--- config.mk ---
export PLATFORM = sky130hd
export DESIGN_NAME = etg_gen
export DESIGN_NICKNAME = d
export VERILOG_FILES = /design/src/logic/etg_pkg.sv /design/src/logic/etg_fifo.sv /design/src/logic/etg_gen.sv
export SDC_FILE = /design/constraint.sdc
export NUM_CORES = 1
export LEC_CHECK = 0
export BUFFER_PORTS_ARGS = -buffer_cell sky130_fd_sc_hd__buf_2
export CAP_MARGIN = 20
export CORE_AREA = 10 10 168 170
export CTS_CLUSTER_SIZE = 20
export DETAILED_ROUTE_END_ITERATION = 16
export DIE_AREA = 0 0 178 180
export PLACE_DENSITY = 0.83
export SETUP_SLACK_MARGIN = 0.15
export SLEW_MARGIN = 30
export SYNTH_ARGS = -nofsm -noshare
export SYNTH_HDL_FRONTEND = slang
export SYNTH_SLANG_ARGS = --single-unit
--- constraint.sdc ---
create_clock -name clk_i -period 5.1 [get_ports clk_i]
set_clock_uncertainty 0.15 [all_clocks]
set_input_delay 0.51 -clock clk_i [delete_from_list [all_inputs] [get_ports clk_i]]
set_output_delay 0.51 -clock clk_i [all_outputs]
set_load 0.02 [all_outputs]
--- src/logic/etg_pkg.sv ---
package etg_pkg;

	// ****************************************************************
	// Register offsets (management register space)
	// ****************************************************************
	localparam logic [15:0] OFF_IRQ_MASK   = 16'h0018;
	localparam logic [15:0] OFF_IRQ_STATUS = 16'h0019;
	localparam logic [15:0] OFF_ENABLE     = 16'h9415;
	localparam logic [15:0] OFF_CTRL       = 16'h9416;
	localparam logic [15:0] OFF_CONT       = 16'h9417;
	localparam logic [15:0] OFF_IRQ_EN     = 16'h9418;
	localparam logic [15:0] OFF_LEN        = 16'h941a;
	localparam logic [15:0] OFF_GAP        = 16'h941b;
	localparam logic [15:0] OFF_CNT_UPPER  = 16'h941c;
	localparam logic [15:0] OFF_CNT_LOWER  = 16'h941d;
	localparam logic [15:0] OFF_DONE       = 16'h941e;

	// ****************************************************************
	// Reset values and field positions
	// ****************************************************************
	localparam logic [2:0]  RST_PATTERN   = 3'h1;
	localparam logic [15:0] RST_LEN       = 16'h006b;
	localparam logic [7:0]  RST_GAP       = 8'h0c;
	localparam logic [15:0] RST_CNT_UPPER = 16'h0000;
	localparam logic [15:0] RST_CNT_LOWER = 16'h0100;
	localparam int          RESTART_BIT   = 3;
	localparam int          IRQ_BIT       = 7;

	// ****************************************************************
	// Data field pattern codes
	// ****************************************************************
	localparam logic [2:0] PAT_STOP   = 3'h0;
	localparam logic [2:0] PAT_RANDOM = 3'h1;
	localparam logic [2:0] PAT_ZEROS  = 3'h2;
	localparam logic [2:0] PAT_ONES   = 3'h3;
	localparam logic [2:0] PAT_ALT    = 3'h4;
	localparam logic [2:0] PAT_DECR   = 3'h5;

	localparam logic [7:0] BYTE_ZEROS = 8'h00;
	localparam logic [7:0] BYTE_ONES  = 8'hff;
	localparam logic [7:0] BYTE_ALT   = 8'h55;
	localparam logic [7:0] BYTE_DECR0 = 8'hff;

	// ****************************************************************
	// Frame layout
	// ****************************************************************
	localparam logic [15:0] DA_LAST  = 16'h0005;  // Destination bytes 0..5
	localparam logic [15:0] SA_LAST  = 16'h000b;  // Source bytes 6..11
	localparam logic [15:0] HDR_LAST = 16'h000d;  // Length field bytes 12..13
	localparam logic [15:0] FCS_LAST = 16'h0003;
	localparam logic [47:0] DEST_ADDR = 48'hffff_ffff_ffff;
	// Source address value is arbitrary
	localparam logic [47:0] SRC_ADDR  = 48'h0200_0000_0001;

	localparam logic [31:0] CRC_INIT  = 32'hffff_ffff;
	localparam logic [31:0] CRC_POLY  = 32'hedb8_8320;
	localparam logic [15:0] LFSR_SEED = 16'hace1;

	// FIFO between the sequencer and the transmit path
	localparam int FIFO_WIDTH = 9;
	localparam int FIFO_DEPTH = 8;

	// Sequencer states
	typedef enum logic [4:0] {
		ST_IDLE = 5'h01,
		ST_HDR  = 5'h02,
		ST_DATA = 5'h04,
		ST_FCS  = 5'h08,
		ST_GAP  = 5'h10
	} etg_state_e;

endpackage

--- src/logic/etg_fifo.sv ---
module etg_fifo #(
	parameter int WIDTH = 9,
	parameter int DEPTH = 8
) (
	// Clock and reset
	input  wire logic             clk_i,
	input  wire logic             rst_b_i,
	// Filling side
	input  wire logic             in_valid_i,
	output logic                  in_ready_o,
	input  wire logic [WIDTH-1:0] in_data_i,
	// Draining side
	output logic                  out_valid_o,
	input  wire logic             out_ready_i,
	output logic [WIDTH-1:0]      out_data_o
);

	localparam int AW = $clog2(DEPTH);

	logic [WIDTH-1:0] mem [DEPTH];
	logic [AW-1:0]    wr_ptr;
	logic [AW-1:0]    rd_ptr;
	logic [AW:0]      fill;
	wire              push = in_valid_i & in_ready_o;
	wire              pop  = out_valid_o & out_ready_i;

	// Full and empty come straight from the fill count
	assign in_ready_o  = fill != (AW+1)'(DEPTH);
	assign out_valid_o = fill != '0;
	assign out_data_o  = mem[rd_ptr];

	// Storage has no reset; only the pointers and the fill count need one
	always_ff @(posedge clk_i) begin
		if (push) begin
			mem[wr_ptr] <= in_data_i;
		end
	end

	// Pointers wrap on depth, which need not be a power of two
	always_ff @(posedge clk_i or negedge rst_b_i) begin
		if (!rst_b_i) begin
			wr_ptr <= '0;
			rd_ptr <= '0;
			fill   <= '0;
		end else begin
			if (push) begin
				wr_ptr <= (wr_ptr == AW'(DEPTH-1)) ? '0 : wr_ptr + 1'b1;
			end
			if (pop) begin
				rd_ptr <= (rd_ptr == AW'(DEPTH-1)) ? '0 : rd_ptr + 1'b1;
			end
			fill <= fill + (AW+1)'(push) - (AW+1)'(pop);
		end
	end

endmodule

--- src/logic/etg_gen.sv ---
module etg_gen
	import etg_pkg::*;
(
	// Clock and reset
	input  wire logic        clk_i,
	input  wire logic        rst_b_i,
	// Management register port
	input  wire logic [15:0] reg_addr_i,
	input  wire logic        reg_wr_i,
	input  wire logic        reg_rd_i,
	input  wire logic [15:0] reg_wdata_i,
	output logic      [15:0] reg_rdata_o,
	// MAC transmit side
	input  wire logic [7:0]  mac_txd_i,
	input  wire logic        mac_tx_en_i,
	// Transmit datapath toward the line
	input  wire logic        tx_ready_i,
	output logic      [7:0]  tx_data_o,
	output logic             tx_en_o,
	// Device interrupt
	output logic             irq_o
);

	// ****************************************************************
	// Functions
	// ****************************************************************

	// Reflected CRC-32, one byte, least significant bit first
	function automatic logic [31:0] crc_byte(input logic [31:0] crc, input logic [7:0] d);
		logic [31:0] c;
		c = crc;
		for (int i = 0; i < 8; i++) begin
			c = (c[0] ^ d[i]) ? ((c >> 1) ^ CRC_POLY) : (c >> 1);
		end
		return c;
	endfunction

	// Header byte at a given position in the frame
	function automatic logic [7:0] hdr_byte(input logic [15:0] idx, input logic [15:0] len);
		logic [7:0] b;
		b = BYTE_ZEROS;
		if (idx <= DA_LAST) begin
			b = DEST_ADDR[8'(DA_LAST - idx) * 8 +: 8];
		end else if (idx <= SA_LAST) begin
			b = SRC_ADDR[8'(SA_LAST - idx) * 8 +: 8];
		end else if (idx == HDR_LAST) begin
			b = len[7:0];
		end else begin
			b = len[15:8];
		end
		return b;
	endfunction

	// ****************************************************************
	// Register state
	// ****************************************************************
	logic        gen_enable;
	logic [2:0]  gen_pattern_select;
	logic        gen_continuous;
	logic        gen_interrupt_enable;
	logic [15:0] gen_payload_length;
	logic [7:0]  gen_gap_length;
	logic [15:0] gen_frame_count_upper;
	logic [15:0] gen_frame_count_lower;
	logic        gen_complete;
	logic        checker_generator_irq_mask;
	logic        checker_generator_irq_pending;

	// ****************************************************************
	// Sequencer state
	// ****************************************************************
	etg_state_e  state;
	etg_state_e  next_state;
	logic [15:0] idx;
	logic [15:0] next_idx;
	logic [31:0] frames_left;
	logic [31:0] crc;
	logic [15:0] lfsr;
	logic [7:0]  decr;
	logic        done_evt;
	logic [7:0]  seq_byte;
	logic        seq_is_data;

	// FIFO wires
	logic        fifo_in_ready;
	logic        fifo_out_valid;
	logic [8:0]  fifo_out_data;

	// Address decode
	wire hit_enable   = reg_addr_i == OFF_ENABLE;
	wire hit_ctrl     = reg_addr_i == OFF_CTRL;
	wire hit_cont     = reg_addr_i == OFF_CONT;
	wire hit_irq_en   = reg_addr_i == OFF_IRQ_EN;
	wire hit_len      = reg_addr_i == OFF_LEN;
	wire hit_gap      = reg_addr_i == OFF_GAP;
	wire hit_upper    = reg_addr_i == OFF_CNT_UPPER;
	wire hit_lower    = reg_addr_i == OFF_CNT_LOWER;
	wire hit_done     = reg_addr_i == OFF_DONE;
	wire hit_mask     = reg_addr_i == OFF_IRQ_MASK;
	wire hit_status   = reg_addr_i == OFF_IRQ_STATUS;

	// Start on a rising enable or a restart write; restart is a pulse, never stored
	wire restart_pulse = reg_wr_i & hit_ctrl & reg_wdata_i[RESTART_BIT];
	wire enable_rise   = reg_wr_i & hit_enable & reg_wdata_i[0] & ~gen_enable;
	wire start         = restart_pulse | enable_rise;
	wire [2:0] start_pattern = (reg_wr_i & hit_ctrl) ? reg_wdata_i[2:0] : gen_pattern_select;
	wire [31:0] burst_count = {gen_frame_count_upper, gen_frame_count_lower};

	// Sequencer progress is throttled by FIFO space, so back-pressure stalls it
	wire active  = state != ST_IDLE;
	wire step    = active & fifo_in_ready & ~start;
	wire last_frame  = ~gen_continuous & (frames_left == 32'h1);
	wire stop_req    = (gen_pattern_select == PAT_STOP) | ~gen_enable;
	wire data_last   = idx == gen_payload_length - 16'h1;
	wire gap_last    = idx == {8'h00, gen_gap_length} - 16'h1;
	wire fcs_last    = idx == FCS_LAST;
	wire burst_empty = ~gen_continuous & (burst_count == 32'h0);
	wire [7:0] fcs_b = ~crc[{idx[1:0], 3'h0} +: 8];

	// Data field byte by pattern code
	wire [7:0] data_b =
		(gen_pattern_select == PAT_DECR)   ? decr :
		(gen_pattern_select == PAT_ALT)    ? BYTE_ALT :
		(gen_pattern_select == PAT_ONES)   ? BYTE_ONES :
		(gen_pattern_select == PAT_RANDOM) ? lfsr[7:0] :
		BYTE_ZEROS;

	// ****************************************************************
	// Byte source and next state
	// ****************************************************************

	// The byte offered to the FIFO in the current state
	always_comb begin
		seq_byte    = BYTE_ZEROS;
		seq_is_data = 1'b1;
		case (state)
			ST_HDR:  seq_byte = hdr_byte(idx, gen_payload_length);
			ST_DATA: seq_byte = data_b;
			ST_FCS:  seq_byte = fcs_b;
			ST_GAP:  seq_is_data = 1'b0;
			default: seq_is_data = 1'b0;
		endcase
	end

	// Next state; an empty payload skips straight to the check sequence
	always_comb begin
		next_state = state;
		next_idx   = idx + 16'h1;
		done_evt   = 1'b0;
		case (state)
			ST_IDLE: begin
				next_idx = idx;
			end
			ST_HDR: begin
				if (idx == HDR_LAST) begin
					next_idx   = 16'h0;
					next_state = (gen_payload_length == 16'h0) ? ST_FCS : ST_DATA;
				end
			end
			ST_DATA: begin
				if (data_last) begin
					next_idx   = 16'h0;
					next_state = ST_FCS;
				end
			end
			ST_FCS: begin
				if (fcs_last) begin
					next_idx = 16'h0;
					if (last_frame) begin
						done_evt   = 1'b1;
						next_state = ST_IDLE;
					end else if (stop_req) begin
						next_state = ST_IDLE;
					end else if (gen_gap_length == 8'h00) begin
						next_state = ST_HDR;
					end else begin
						next_state = ST_GAP;
					end
				end
			end
			ST_GAP: begin
				if (gap_last) begin
					next_idx   = 16'h0;
					next_state = stop_req ? ST_IDLE : ST_HDR;
				end
			end
			default: begin
				next_idx   = 16'h0;
				next_state = ST_IDLE;
			end
		endcase
	end

	// ****************************************************************
	// Sequencer registers
	// ****************************************************************

	// Start reloads count, checksum and patterns from the beginning
	always_ff @(posedge clk_i or negedge rst_b_i) begin
		if (!rst_b_i) begin
			state       <= ST_IDLE;
			idx         <= 16'h0;
			frames_left <= 32'h0;
		end else if (start) begin
			state       <= (start_pattern == PAT_STOP || burst_empty) ? ST_IDLE : ST_HDR;
			idx         <= 16'h0;
			frames_left <= burst_count;
		end else if (step) begin
			state <= next_state;
			idx   <= next_idx;
			if (state == ST_FCS && fcs_last) begin
				frames_left <= frames_left - 32'h1;
			end
		end
	end

	// Running checksum and pattern generators; checksum and decrementing pattern restart with each frame, the random one only at start
	always_ff @(posedge clk_i or negedge rst_b_i) begin
		if (!rst_b_i) begin
			crc  <= CRC_INIT;
			lfsr <= LFSR_SEED;
			decr <= BYTE_DECR0;
		end else if (start) begin
			crc  <= CRC_INIT;
			lfsr <= LFSR_SEED;
			decr <= BYTE_DECR0;
		end else if (step) begin
			if (state == ST_HDR || state == ST_DATA) begin
				crc <= crc_byte(crc, seq_byte);
			end else if (state == ST_FCS && fcs_last) begin
				crc <= CRC_INIT;
			end
			if (state == ST_DATA) begin
				lfsr <= {lfsr[14:0], lfsr[15] ^ lfsr[13] ^ lfsr[12] ^ lfsr[10]};
				decr <= decr - 8'h01;
			end else if (state == ST_FCS) begin
				decr <= BYTE_DECR0;
			end
		end
	end

	// ****************************************************************
	// Register writes
	// ****************************************************************

	// Software-written configuration; restart bit is not held
	always_ff @(posedge clk_i or negedge rst_b_i) begin
		if (!rst_b_i) begin
			gen_enable                 <= 1'b0;
			gen_pattern_select         <= RST_PATTERN;
			gen_continuous             <= 1'b0;
			gen_interrupt_enable       <= 1'b0;
			gen_payload_length         <= RST_LEN;
			gen_gap_length             <= RST_GAP;
			gen_frame_count_upper      <= RST_CNT_UPPER;
			gen_frame_count_lower      <= RST_CNT_LOWER;
			checker_generator_irq_mask <= 1'b0;
		end else if (reg_wr_i) begin
			if (hit_enable)   gen_enable <= reg_wdata_i[0];
			if (hit_ctrl)     gen_pattern_select <= reg_wdata_i[2:0];
			if (hit_cont)     gen_continuous <= reg_wdata_i[0];
			if (hit_irq_en)   gen_interrupt_enable <= reg_wdata_i[0];
			if (hit_len)      gen_payload_length <= reg_wdata_i;
			if (hit_gap)      gen_gap_length <= reg_wdata_i[7:0];
			if (hit_upper)    gen_frame_count_upper <= reg_wdata_i;
			if (hit_lower)    gen_frame_count_lower <= reg_wdata_i;
			if (hit_mask)     checker_generator_irq_mask <= reg_wdata_i[IRQ_BIT];
		end
	end

	// Sticky flags: a new completion in the clearing read cycle wins
	wire done_now = (step & done_evt) | (start & burst_empty & start_pattern != PAT_STOP);
	always_ff @(posedge clk_i or negedge rst_b_i) begin
		if (!rst_b_i) begin
			gen_complete                  <= 1'b0;
			checker_generator_irq_pending <= 1'b0;
		end else begin
			if (done_now) begin
				gen_complete <= 1'b1;
			end else if (reg_rd_i && hit_done) begin
				gen_complete <= 1'b0;
			end
			if (done_now && gen_interrupt_enable) begin
				checker_generator_irq_pending <= 1'b1;
			end else if (reg_rd_i && hit_status) begin
				checker_generator_irq_pending <= 1'b0;
			end
		end
	end

	// ****************************************************************
	// Register reads
	// ****************************************************************

	// Reserved bits and unmapped addresses read as zero
	wire [15:0] rd_mux =
		hit_enable ? {15'h0, gen_enable} :
		hit_ctrl   ? {13'h0, gen_pattern_select} :
		hit_cont   ? {15'h0, gen_continuous} :
		hit_irq_en ? {15'h0, gen_interrupt_enable} :
		hit_len    ? gen_payload_length :
		hit_gap    ? {8'h00, gen_gap_length} :
		hit_upper  ? gen_frame_count_upper :
		hit_lower  ? gen_frame_count_lower :
		hit_done   ? {15'h0, gen_complete} :
		hit_mask   ? {8'h00, checker_generator_irq_mask, 7'h00} :
		hit_status ? {8'h00, checker_generator_irq_pending, 7'h00} :
		16'h0000;

	// Read data is registered, valid the cycle after the read strobe
	always_ff @(posedge clk_i or negedge rst_b_i) begin
		if (!rst_b_i) begin
			reg_rdata_o <= 16'h0000;
		end else if (reg_rd_i) begin
			reg_rdata_o <= rd_mux;
		end
	end

	// ****************************************************************
	// Transmit path
	// ****************************************************************

	// Leftover bytes drain and are discarded once the generator is off
	wire fifo_out_ready = tx_ready_i | ~gen_enable;
	wire fifo_pop       = fifo_out_valid & fifo_out_ready;

	etg_fifo #(
		.WIDTH (FIFO_WIDTH),
		.DEPTH (FIFO_DEPTH)
	) u_fifo (
		.clk_i       (clk_i),
		.rst_b_i     (rst_b_i),
		.in_valid_i  (step),
		.in_ready_o  (fifo_in_ready),
		.in_data_i   ({seq_is_data, seq_byte}),
		.out_valid_o (fifo_out_valid),
		.out_ready_i (fifo_out_ready),
		.out_data_o  (fifo_out_data)
	);

	// Source select: generator when enabled, MAC otherwise
	always_ff @(posedge clk_i or negedge rst_b_i) begin
		if (!rst_b_i) begin
			tx_en_o   <= 1'b0;
			tx_data_o <= 8'h00;
		end else if (gen_enable) begin
			tx_en_o   <= fifo_pop & fifo_out_data[8];
			tx_data_o <= fifo_pop ? fifo_out_data[7:0] : 8'h00;
		end else begin
			tx_en_o   <= mac_tx_en_i;
			tx_data_o <= mac_txd_i;
		end
	end

	// Interrupt output gated by the shared mask
	always_ff @(posedge clk_i or negedge rst_b_i) begin
		if (!rst_b_i) begin
			irq_o <= 1'b0;
		end else begin
			irq_o <= checker_generator_irq_pending & checker_generator_irq_mask;
		end
	end

endmodule

==> results.sh <==
export IMPL_portBuffers=71
export IMPL_worst_pin_slew_ns=0.930
export IMPL_crit_arrival_ns=4.71
export IMPL_cts_root_buf="clkbuf_16"
export IMPL_synth_adder_area_share_pct=2.21
export IMPL_avgSynthCellArea_sq_um=11.4
export IMPL_ys_seq_area_share_pct=49.6
export IMPL_antenna_found_initial=1
export IMPL_drt_initial_drc_count=1208
export IMPL_nNetsFinal=1456
export IMPL_fp_row_count=58
export IMPL_crit_chain="ha_1, a21boi_1, o211ai_1, a21o_2, o221ai_1, xor2_1, xnor3_1, xor2_1, xor2_1, a21oi_1"
export IMPL_ys_ff_latch=282
export IMPL_synth_compound_area_share_pct=11.7
export IMPL_cts_tree="done"
export IMPL_most_common_layout_cells="152 x dfrtp_1, 125 x nor2_1, 85 x nand2_1"
export IMPL_criticalPathCategory="reg2reg"
export IMPL_fin_cells=1737
export IMPL_placed_cells=1682
export IMPL_postCtsHoldBufs=1
export IMPL_numCtsBuffers=28
export IMPL_first_pass_iters=8
export IMPL_area_growth_pct=11.0
export IMPL_synthesis_instances=1328
export IMPL_timing_final_crit_period_ns=4.40
export IMPL_cp_slowest_cell="dfrtp_1"
export IMPL_fp_dieW_microns=178
export IMPL_status="finished clean"
export IMPL_synthMuxAreaShare_pct=10.5
export IMPL_cp_required_ns=5.41
export IMPL_fin_crit_sh_pct=86.3
export IMPL_maxSlewViolCount=0
export IMPL_clk_latency_ns=0.54
export IMPL_grt_pass1_wl_microns=61100
export IMPL_crit_path_max_incr_delay_ns=0.70
export IMPL_coreArea_sq_um=24900
export IMPL_final_setup_tns_ns=0
export IMPL_crit_path_end_kind="flop"
export IMPL_layout_drive_gt1_share_pct=23.1
export IMPL_synth_top_family_by_area="simple AND/OR/NAND/NOR gates"
export IMPL_start_util_pct=60.6
export IMPL_ir_worst_vdd_v=0.000359
export IMPL_htreeDepth=1
export IMPL_cts_sinks=282
export IMPL_relSlewSlack_pct=38.0
export IMPL_drt_total_wl_microns=38100
export IMPL_cap_violations=0
export IMPL_die_h_microns=180
export IMPL_cp_start_kind="flop"
export IMPL_dpl_instance_area_sq_um=15800
export IMPL_cts_setup_buffers=0
export IMPL_rsz0062_at_grt="false"
export IMPL_yosys_area_share_simple_pct=13.5
export IMPL_synthFlopType="dfrtp_1"
export IMPL_die_area_sq_um=32000
export IMPL_syn_area_sq_um=15100
export IMPL_max_freq_mhz=227
export IMPL_vias=11156
export IMPL_ys_types=92
export IMPL_worstPathMaxFanout=18
export IMPL_io_pins=72
export IMPL_p_leak_uw=0.00689
export IMPL_ant_nets=0
export IMPL_async_flop_share_pct=74.5
export IMPL_grt_usage_pct=23.4
export IMPL_hpwl_microns=26400
export IMPL_holdCritPathClass="in2reg"
export IMPL_grt_max_degree=116
export IMPL_wire_per_inst_microns=21.9
export IMPL_routabilityCongestion=0.934
export IMPL_grt_pass1_vias=10974
export IMPL_ys_warn_count=0
export IMPL_via_per_inst=6.42
export IMPL_final_hold_viol_count=0
export IMPL_syn_nets=1400
export IMPL_setup_viol=0
export IMPL_grt_overflow_total=0
export IMPL_cpMostUsedCell="xor2_1"
export IMPL_synth_edf_count=72
export IMPL_cts_resized=0
export IMPL_drc_errors=0
export IMPL_final_common_cell="dfrtp_1"
export IMPL_powerDensity_nw_per_um2=300
export IMPL_clkTransAtPathRegs_ns=0.06
export IMPL_finish_instance_area_sq_um=16800
export IMPL_synthXorXnorAreaFrac_pct=9.43
export IMPL_clk_path_buf_depth=3
[worst max-delay path: cells and delay by family, from the launching register on]
family                   cells  cell delay (ns)
AO/OA/AOI/OAI                5             1.67
adder cells (fa/ha/maj)      1             0.44
XOR/XNOR                     4             1.35
flip-flops                   1             0.70
[cell families after synthesis]
kind of cell	after synthesis
muxes	116
and+or+nand+nor	397
AOI/OAI and AO/OA	258
DFF	282
adders and majority gates	26
buffers and inverters	114
xor gates and xnor gates	135
[path summary, 6_finish.rpt]
kind | start | cells past startpoint | slack (ns) | endpoint
worst max-delay path | idx[0] | 10 | 0.70 | crc[16]
max in group asynchronous | rst_b_i | 3 | 3.55 | idx[13]
min in group asynchronous | rst_b_i | 2 | 0.29 | tx_data_o[4]
worst max register to register | idx[0] | 10 | 0.70 | crc[16]
worst min register to register | lfsr[8] | 1 | 0.36 | lfsr[9]
worst min-delay path | mac_txd_i[2] | 2 | 0.03 | tx_data_o[2]
[registers in the layout, summed over array words and instances, names as in the netlist, 4 cells and up]
| register | cells |
|---|---|
| crc | 32 |
| state | 5 |
| tx_data_o | 8 |
| idx | 16 |
| frames_left | 32 |
| lfsr | 16 |
| reg_rdata_o | 16 |
| gen_gap_length | 8 |
| gen_frame_count_lower | 16 |
| gen_payload_length | 16 |
| u_fifo.mem | 72 |
| gen_frame_count_upper | 16 |
| decr | 8 |
| u_fifo.fill | 4 |
[stage by stage]
step	hold slack (ns)	setup WS (ns)	total power (uW)	util [%]
after floorplan	0.0644	1.58	2800	-
after global placement	0.335	0.902	2940	63.4
after detailed placement	0.341	0.794	2980	63.4
after CTS	0.0147	0.760	5040	67.2
after global routing	0.0164	0.376	5190	67.3
final	0.0280	0.700	5030	67.3
[layer usage]
layer  global-route usage, %  up-vias  routed length (microns)
li1                        -     4981                        -
met5                       0        -                        0
met4                    5.37        0                      632
met2                    37.1      539                    18200
met1                    32.8     5568                    15800
met3                    4.00       68                     3580
[cell usage after synthesis, types with 4 or more instances]
library cell / instances / area (sq um)
a21boi_0: 4 / 30.0
a21o_1: 11 / 82.6
a21oi_1: 82 / 410
a221oi_1: 6 / 52.6
a222oi_1: 10 / 100
a22o_1: 15 / 131
a22oi_1: 4 / 30.0
a31oi_1: 9 / 56.3
and2_1: 6 / 37.5
and3_1: 8 / 50.1
buf_2: 8 / 40.0
clkbuf_1: 51 / 191
dfrtp_1: 152 / 3800
dfstp_2: 58 / 1520
edfxtp_1: 72 / 2160
ha_1: 25 / 313
inv_1: 49 / 184
mux2_2: 69 / 777
mux2i_1: 20 / 200
mux4_2: 26 / 586
nand2_1: 85 / 319
nand2b_1: 7 / 43.8
nand3_1: 21 / 105
nand3b_1: 7 / 52.6
nand4_1: 14 / 87.6
nand4b_1: 5 / 43.8
nor2_1: 126 / 473
nor2b_1: 10 / 62.6
nor3_1: 35 / 175
nor3b_1: 6 / 45.0
nor4_1: 23 / 144
nor4b_1: 4 / 35.0
o21ai_0: 32 / 160
o22a_1: 18 / 158
o22ai_1: 20 / 125
o2bb2ai_1: 10 / 87.6
o31ai_1: 5 / 37.5
or2_2: 4 / 25.0
or3_1: 12 / 75.1
or4_1: 5 / 37.5
xnor2_1: 79 / 692
xnor3_1: 7 / 158
xor2_1: 38 / 333
[final cells by class]
class | count | area (sq um)
multi-input cells | 932 | 7200
flip-flops and latches | 282 | 7490
well taps | 330 | 413
clock inverters | 9 | 108
fillers | 1731 | 8130
inverters | 49 | 184
clock buffers | 43 | 828
diodes | 1 | 2.50
repair buffers | 91 | 538
[power by group]
group          switching, uW  internal [uW]  leakage [uW]
Combinational            256            266       0.00334
Clock                    869           1220      0.000453
Sequential              76.3           2350       0.00309
Total                   1200           3830       0.00689
Power figures use the tool's default switching activity.
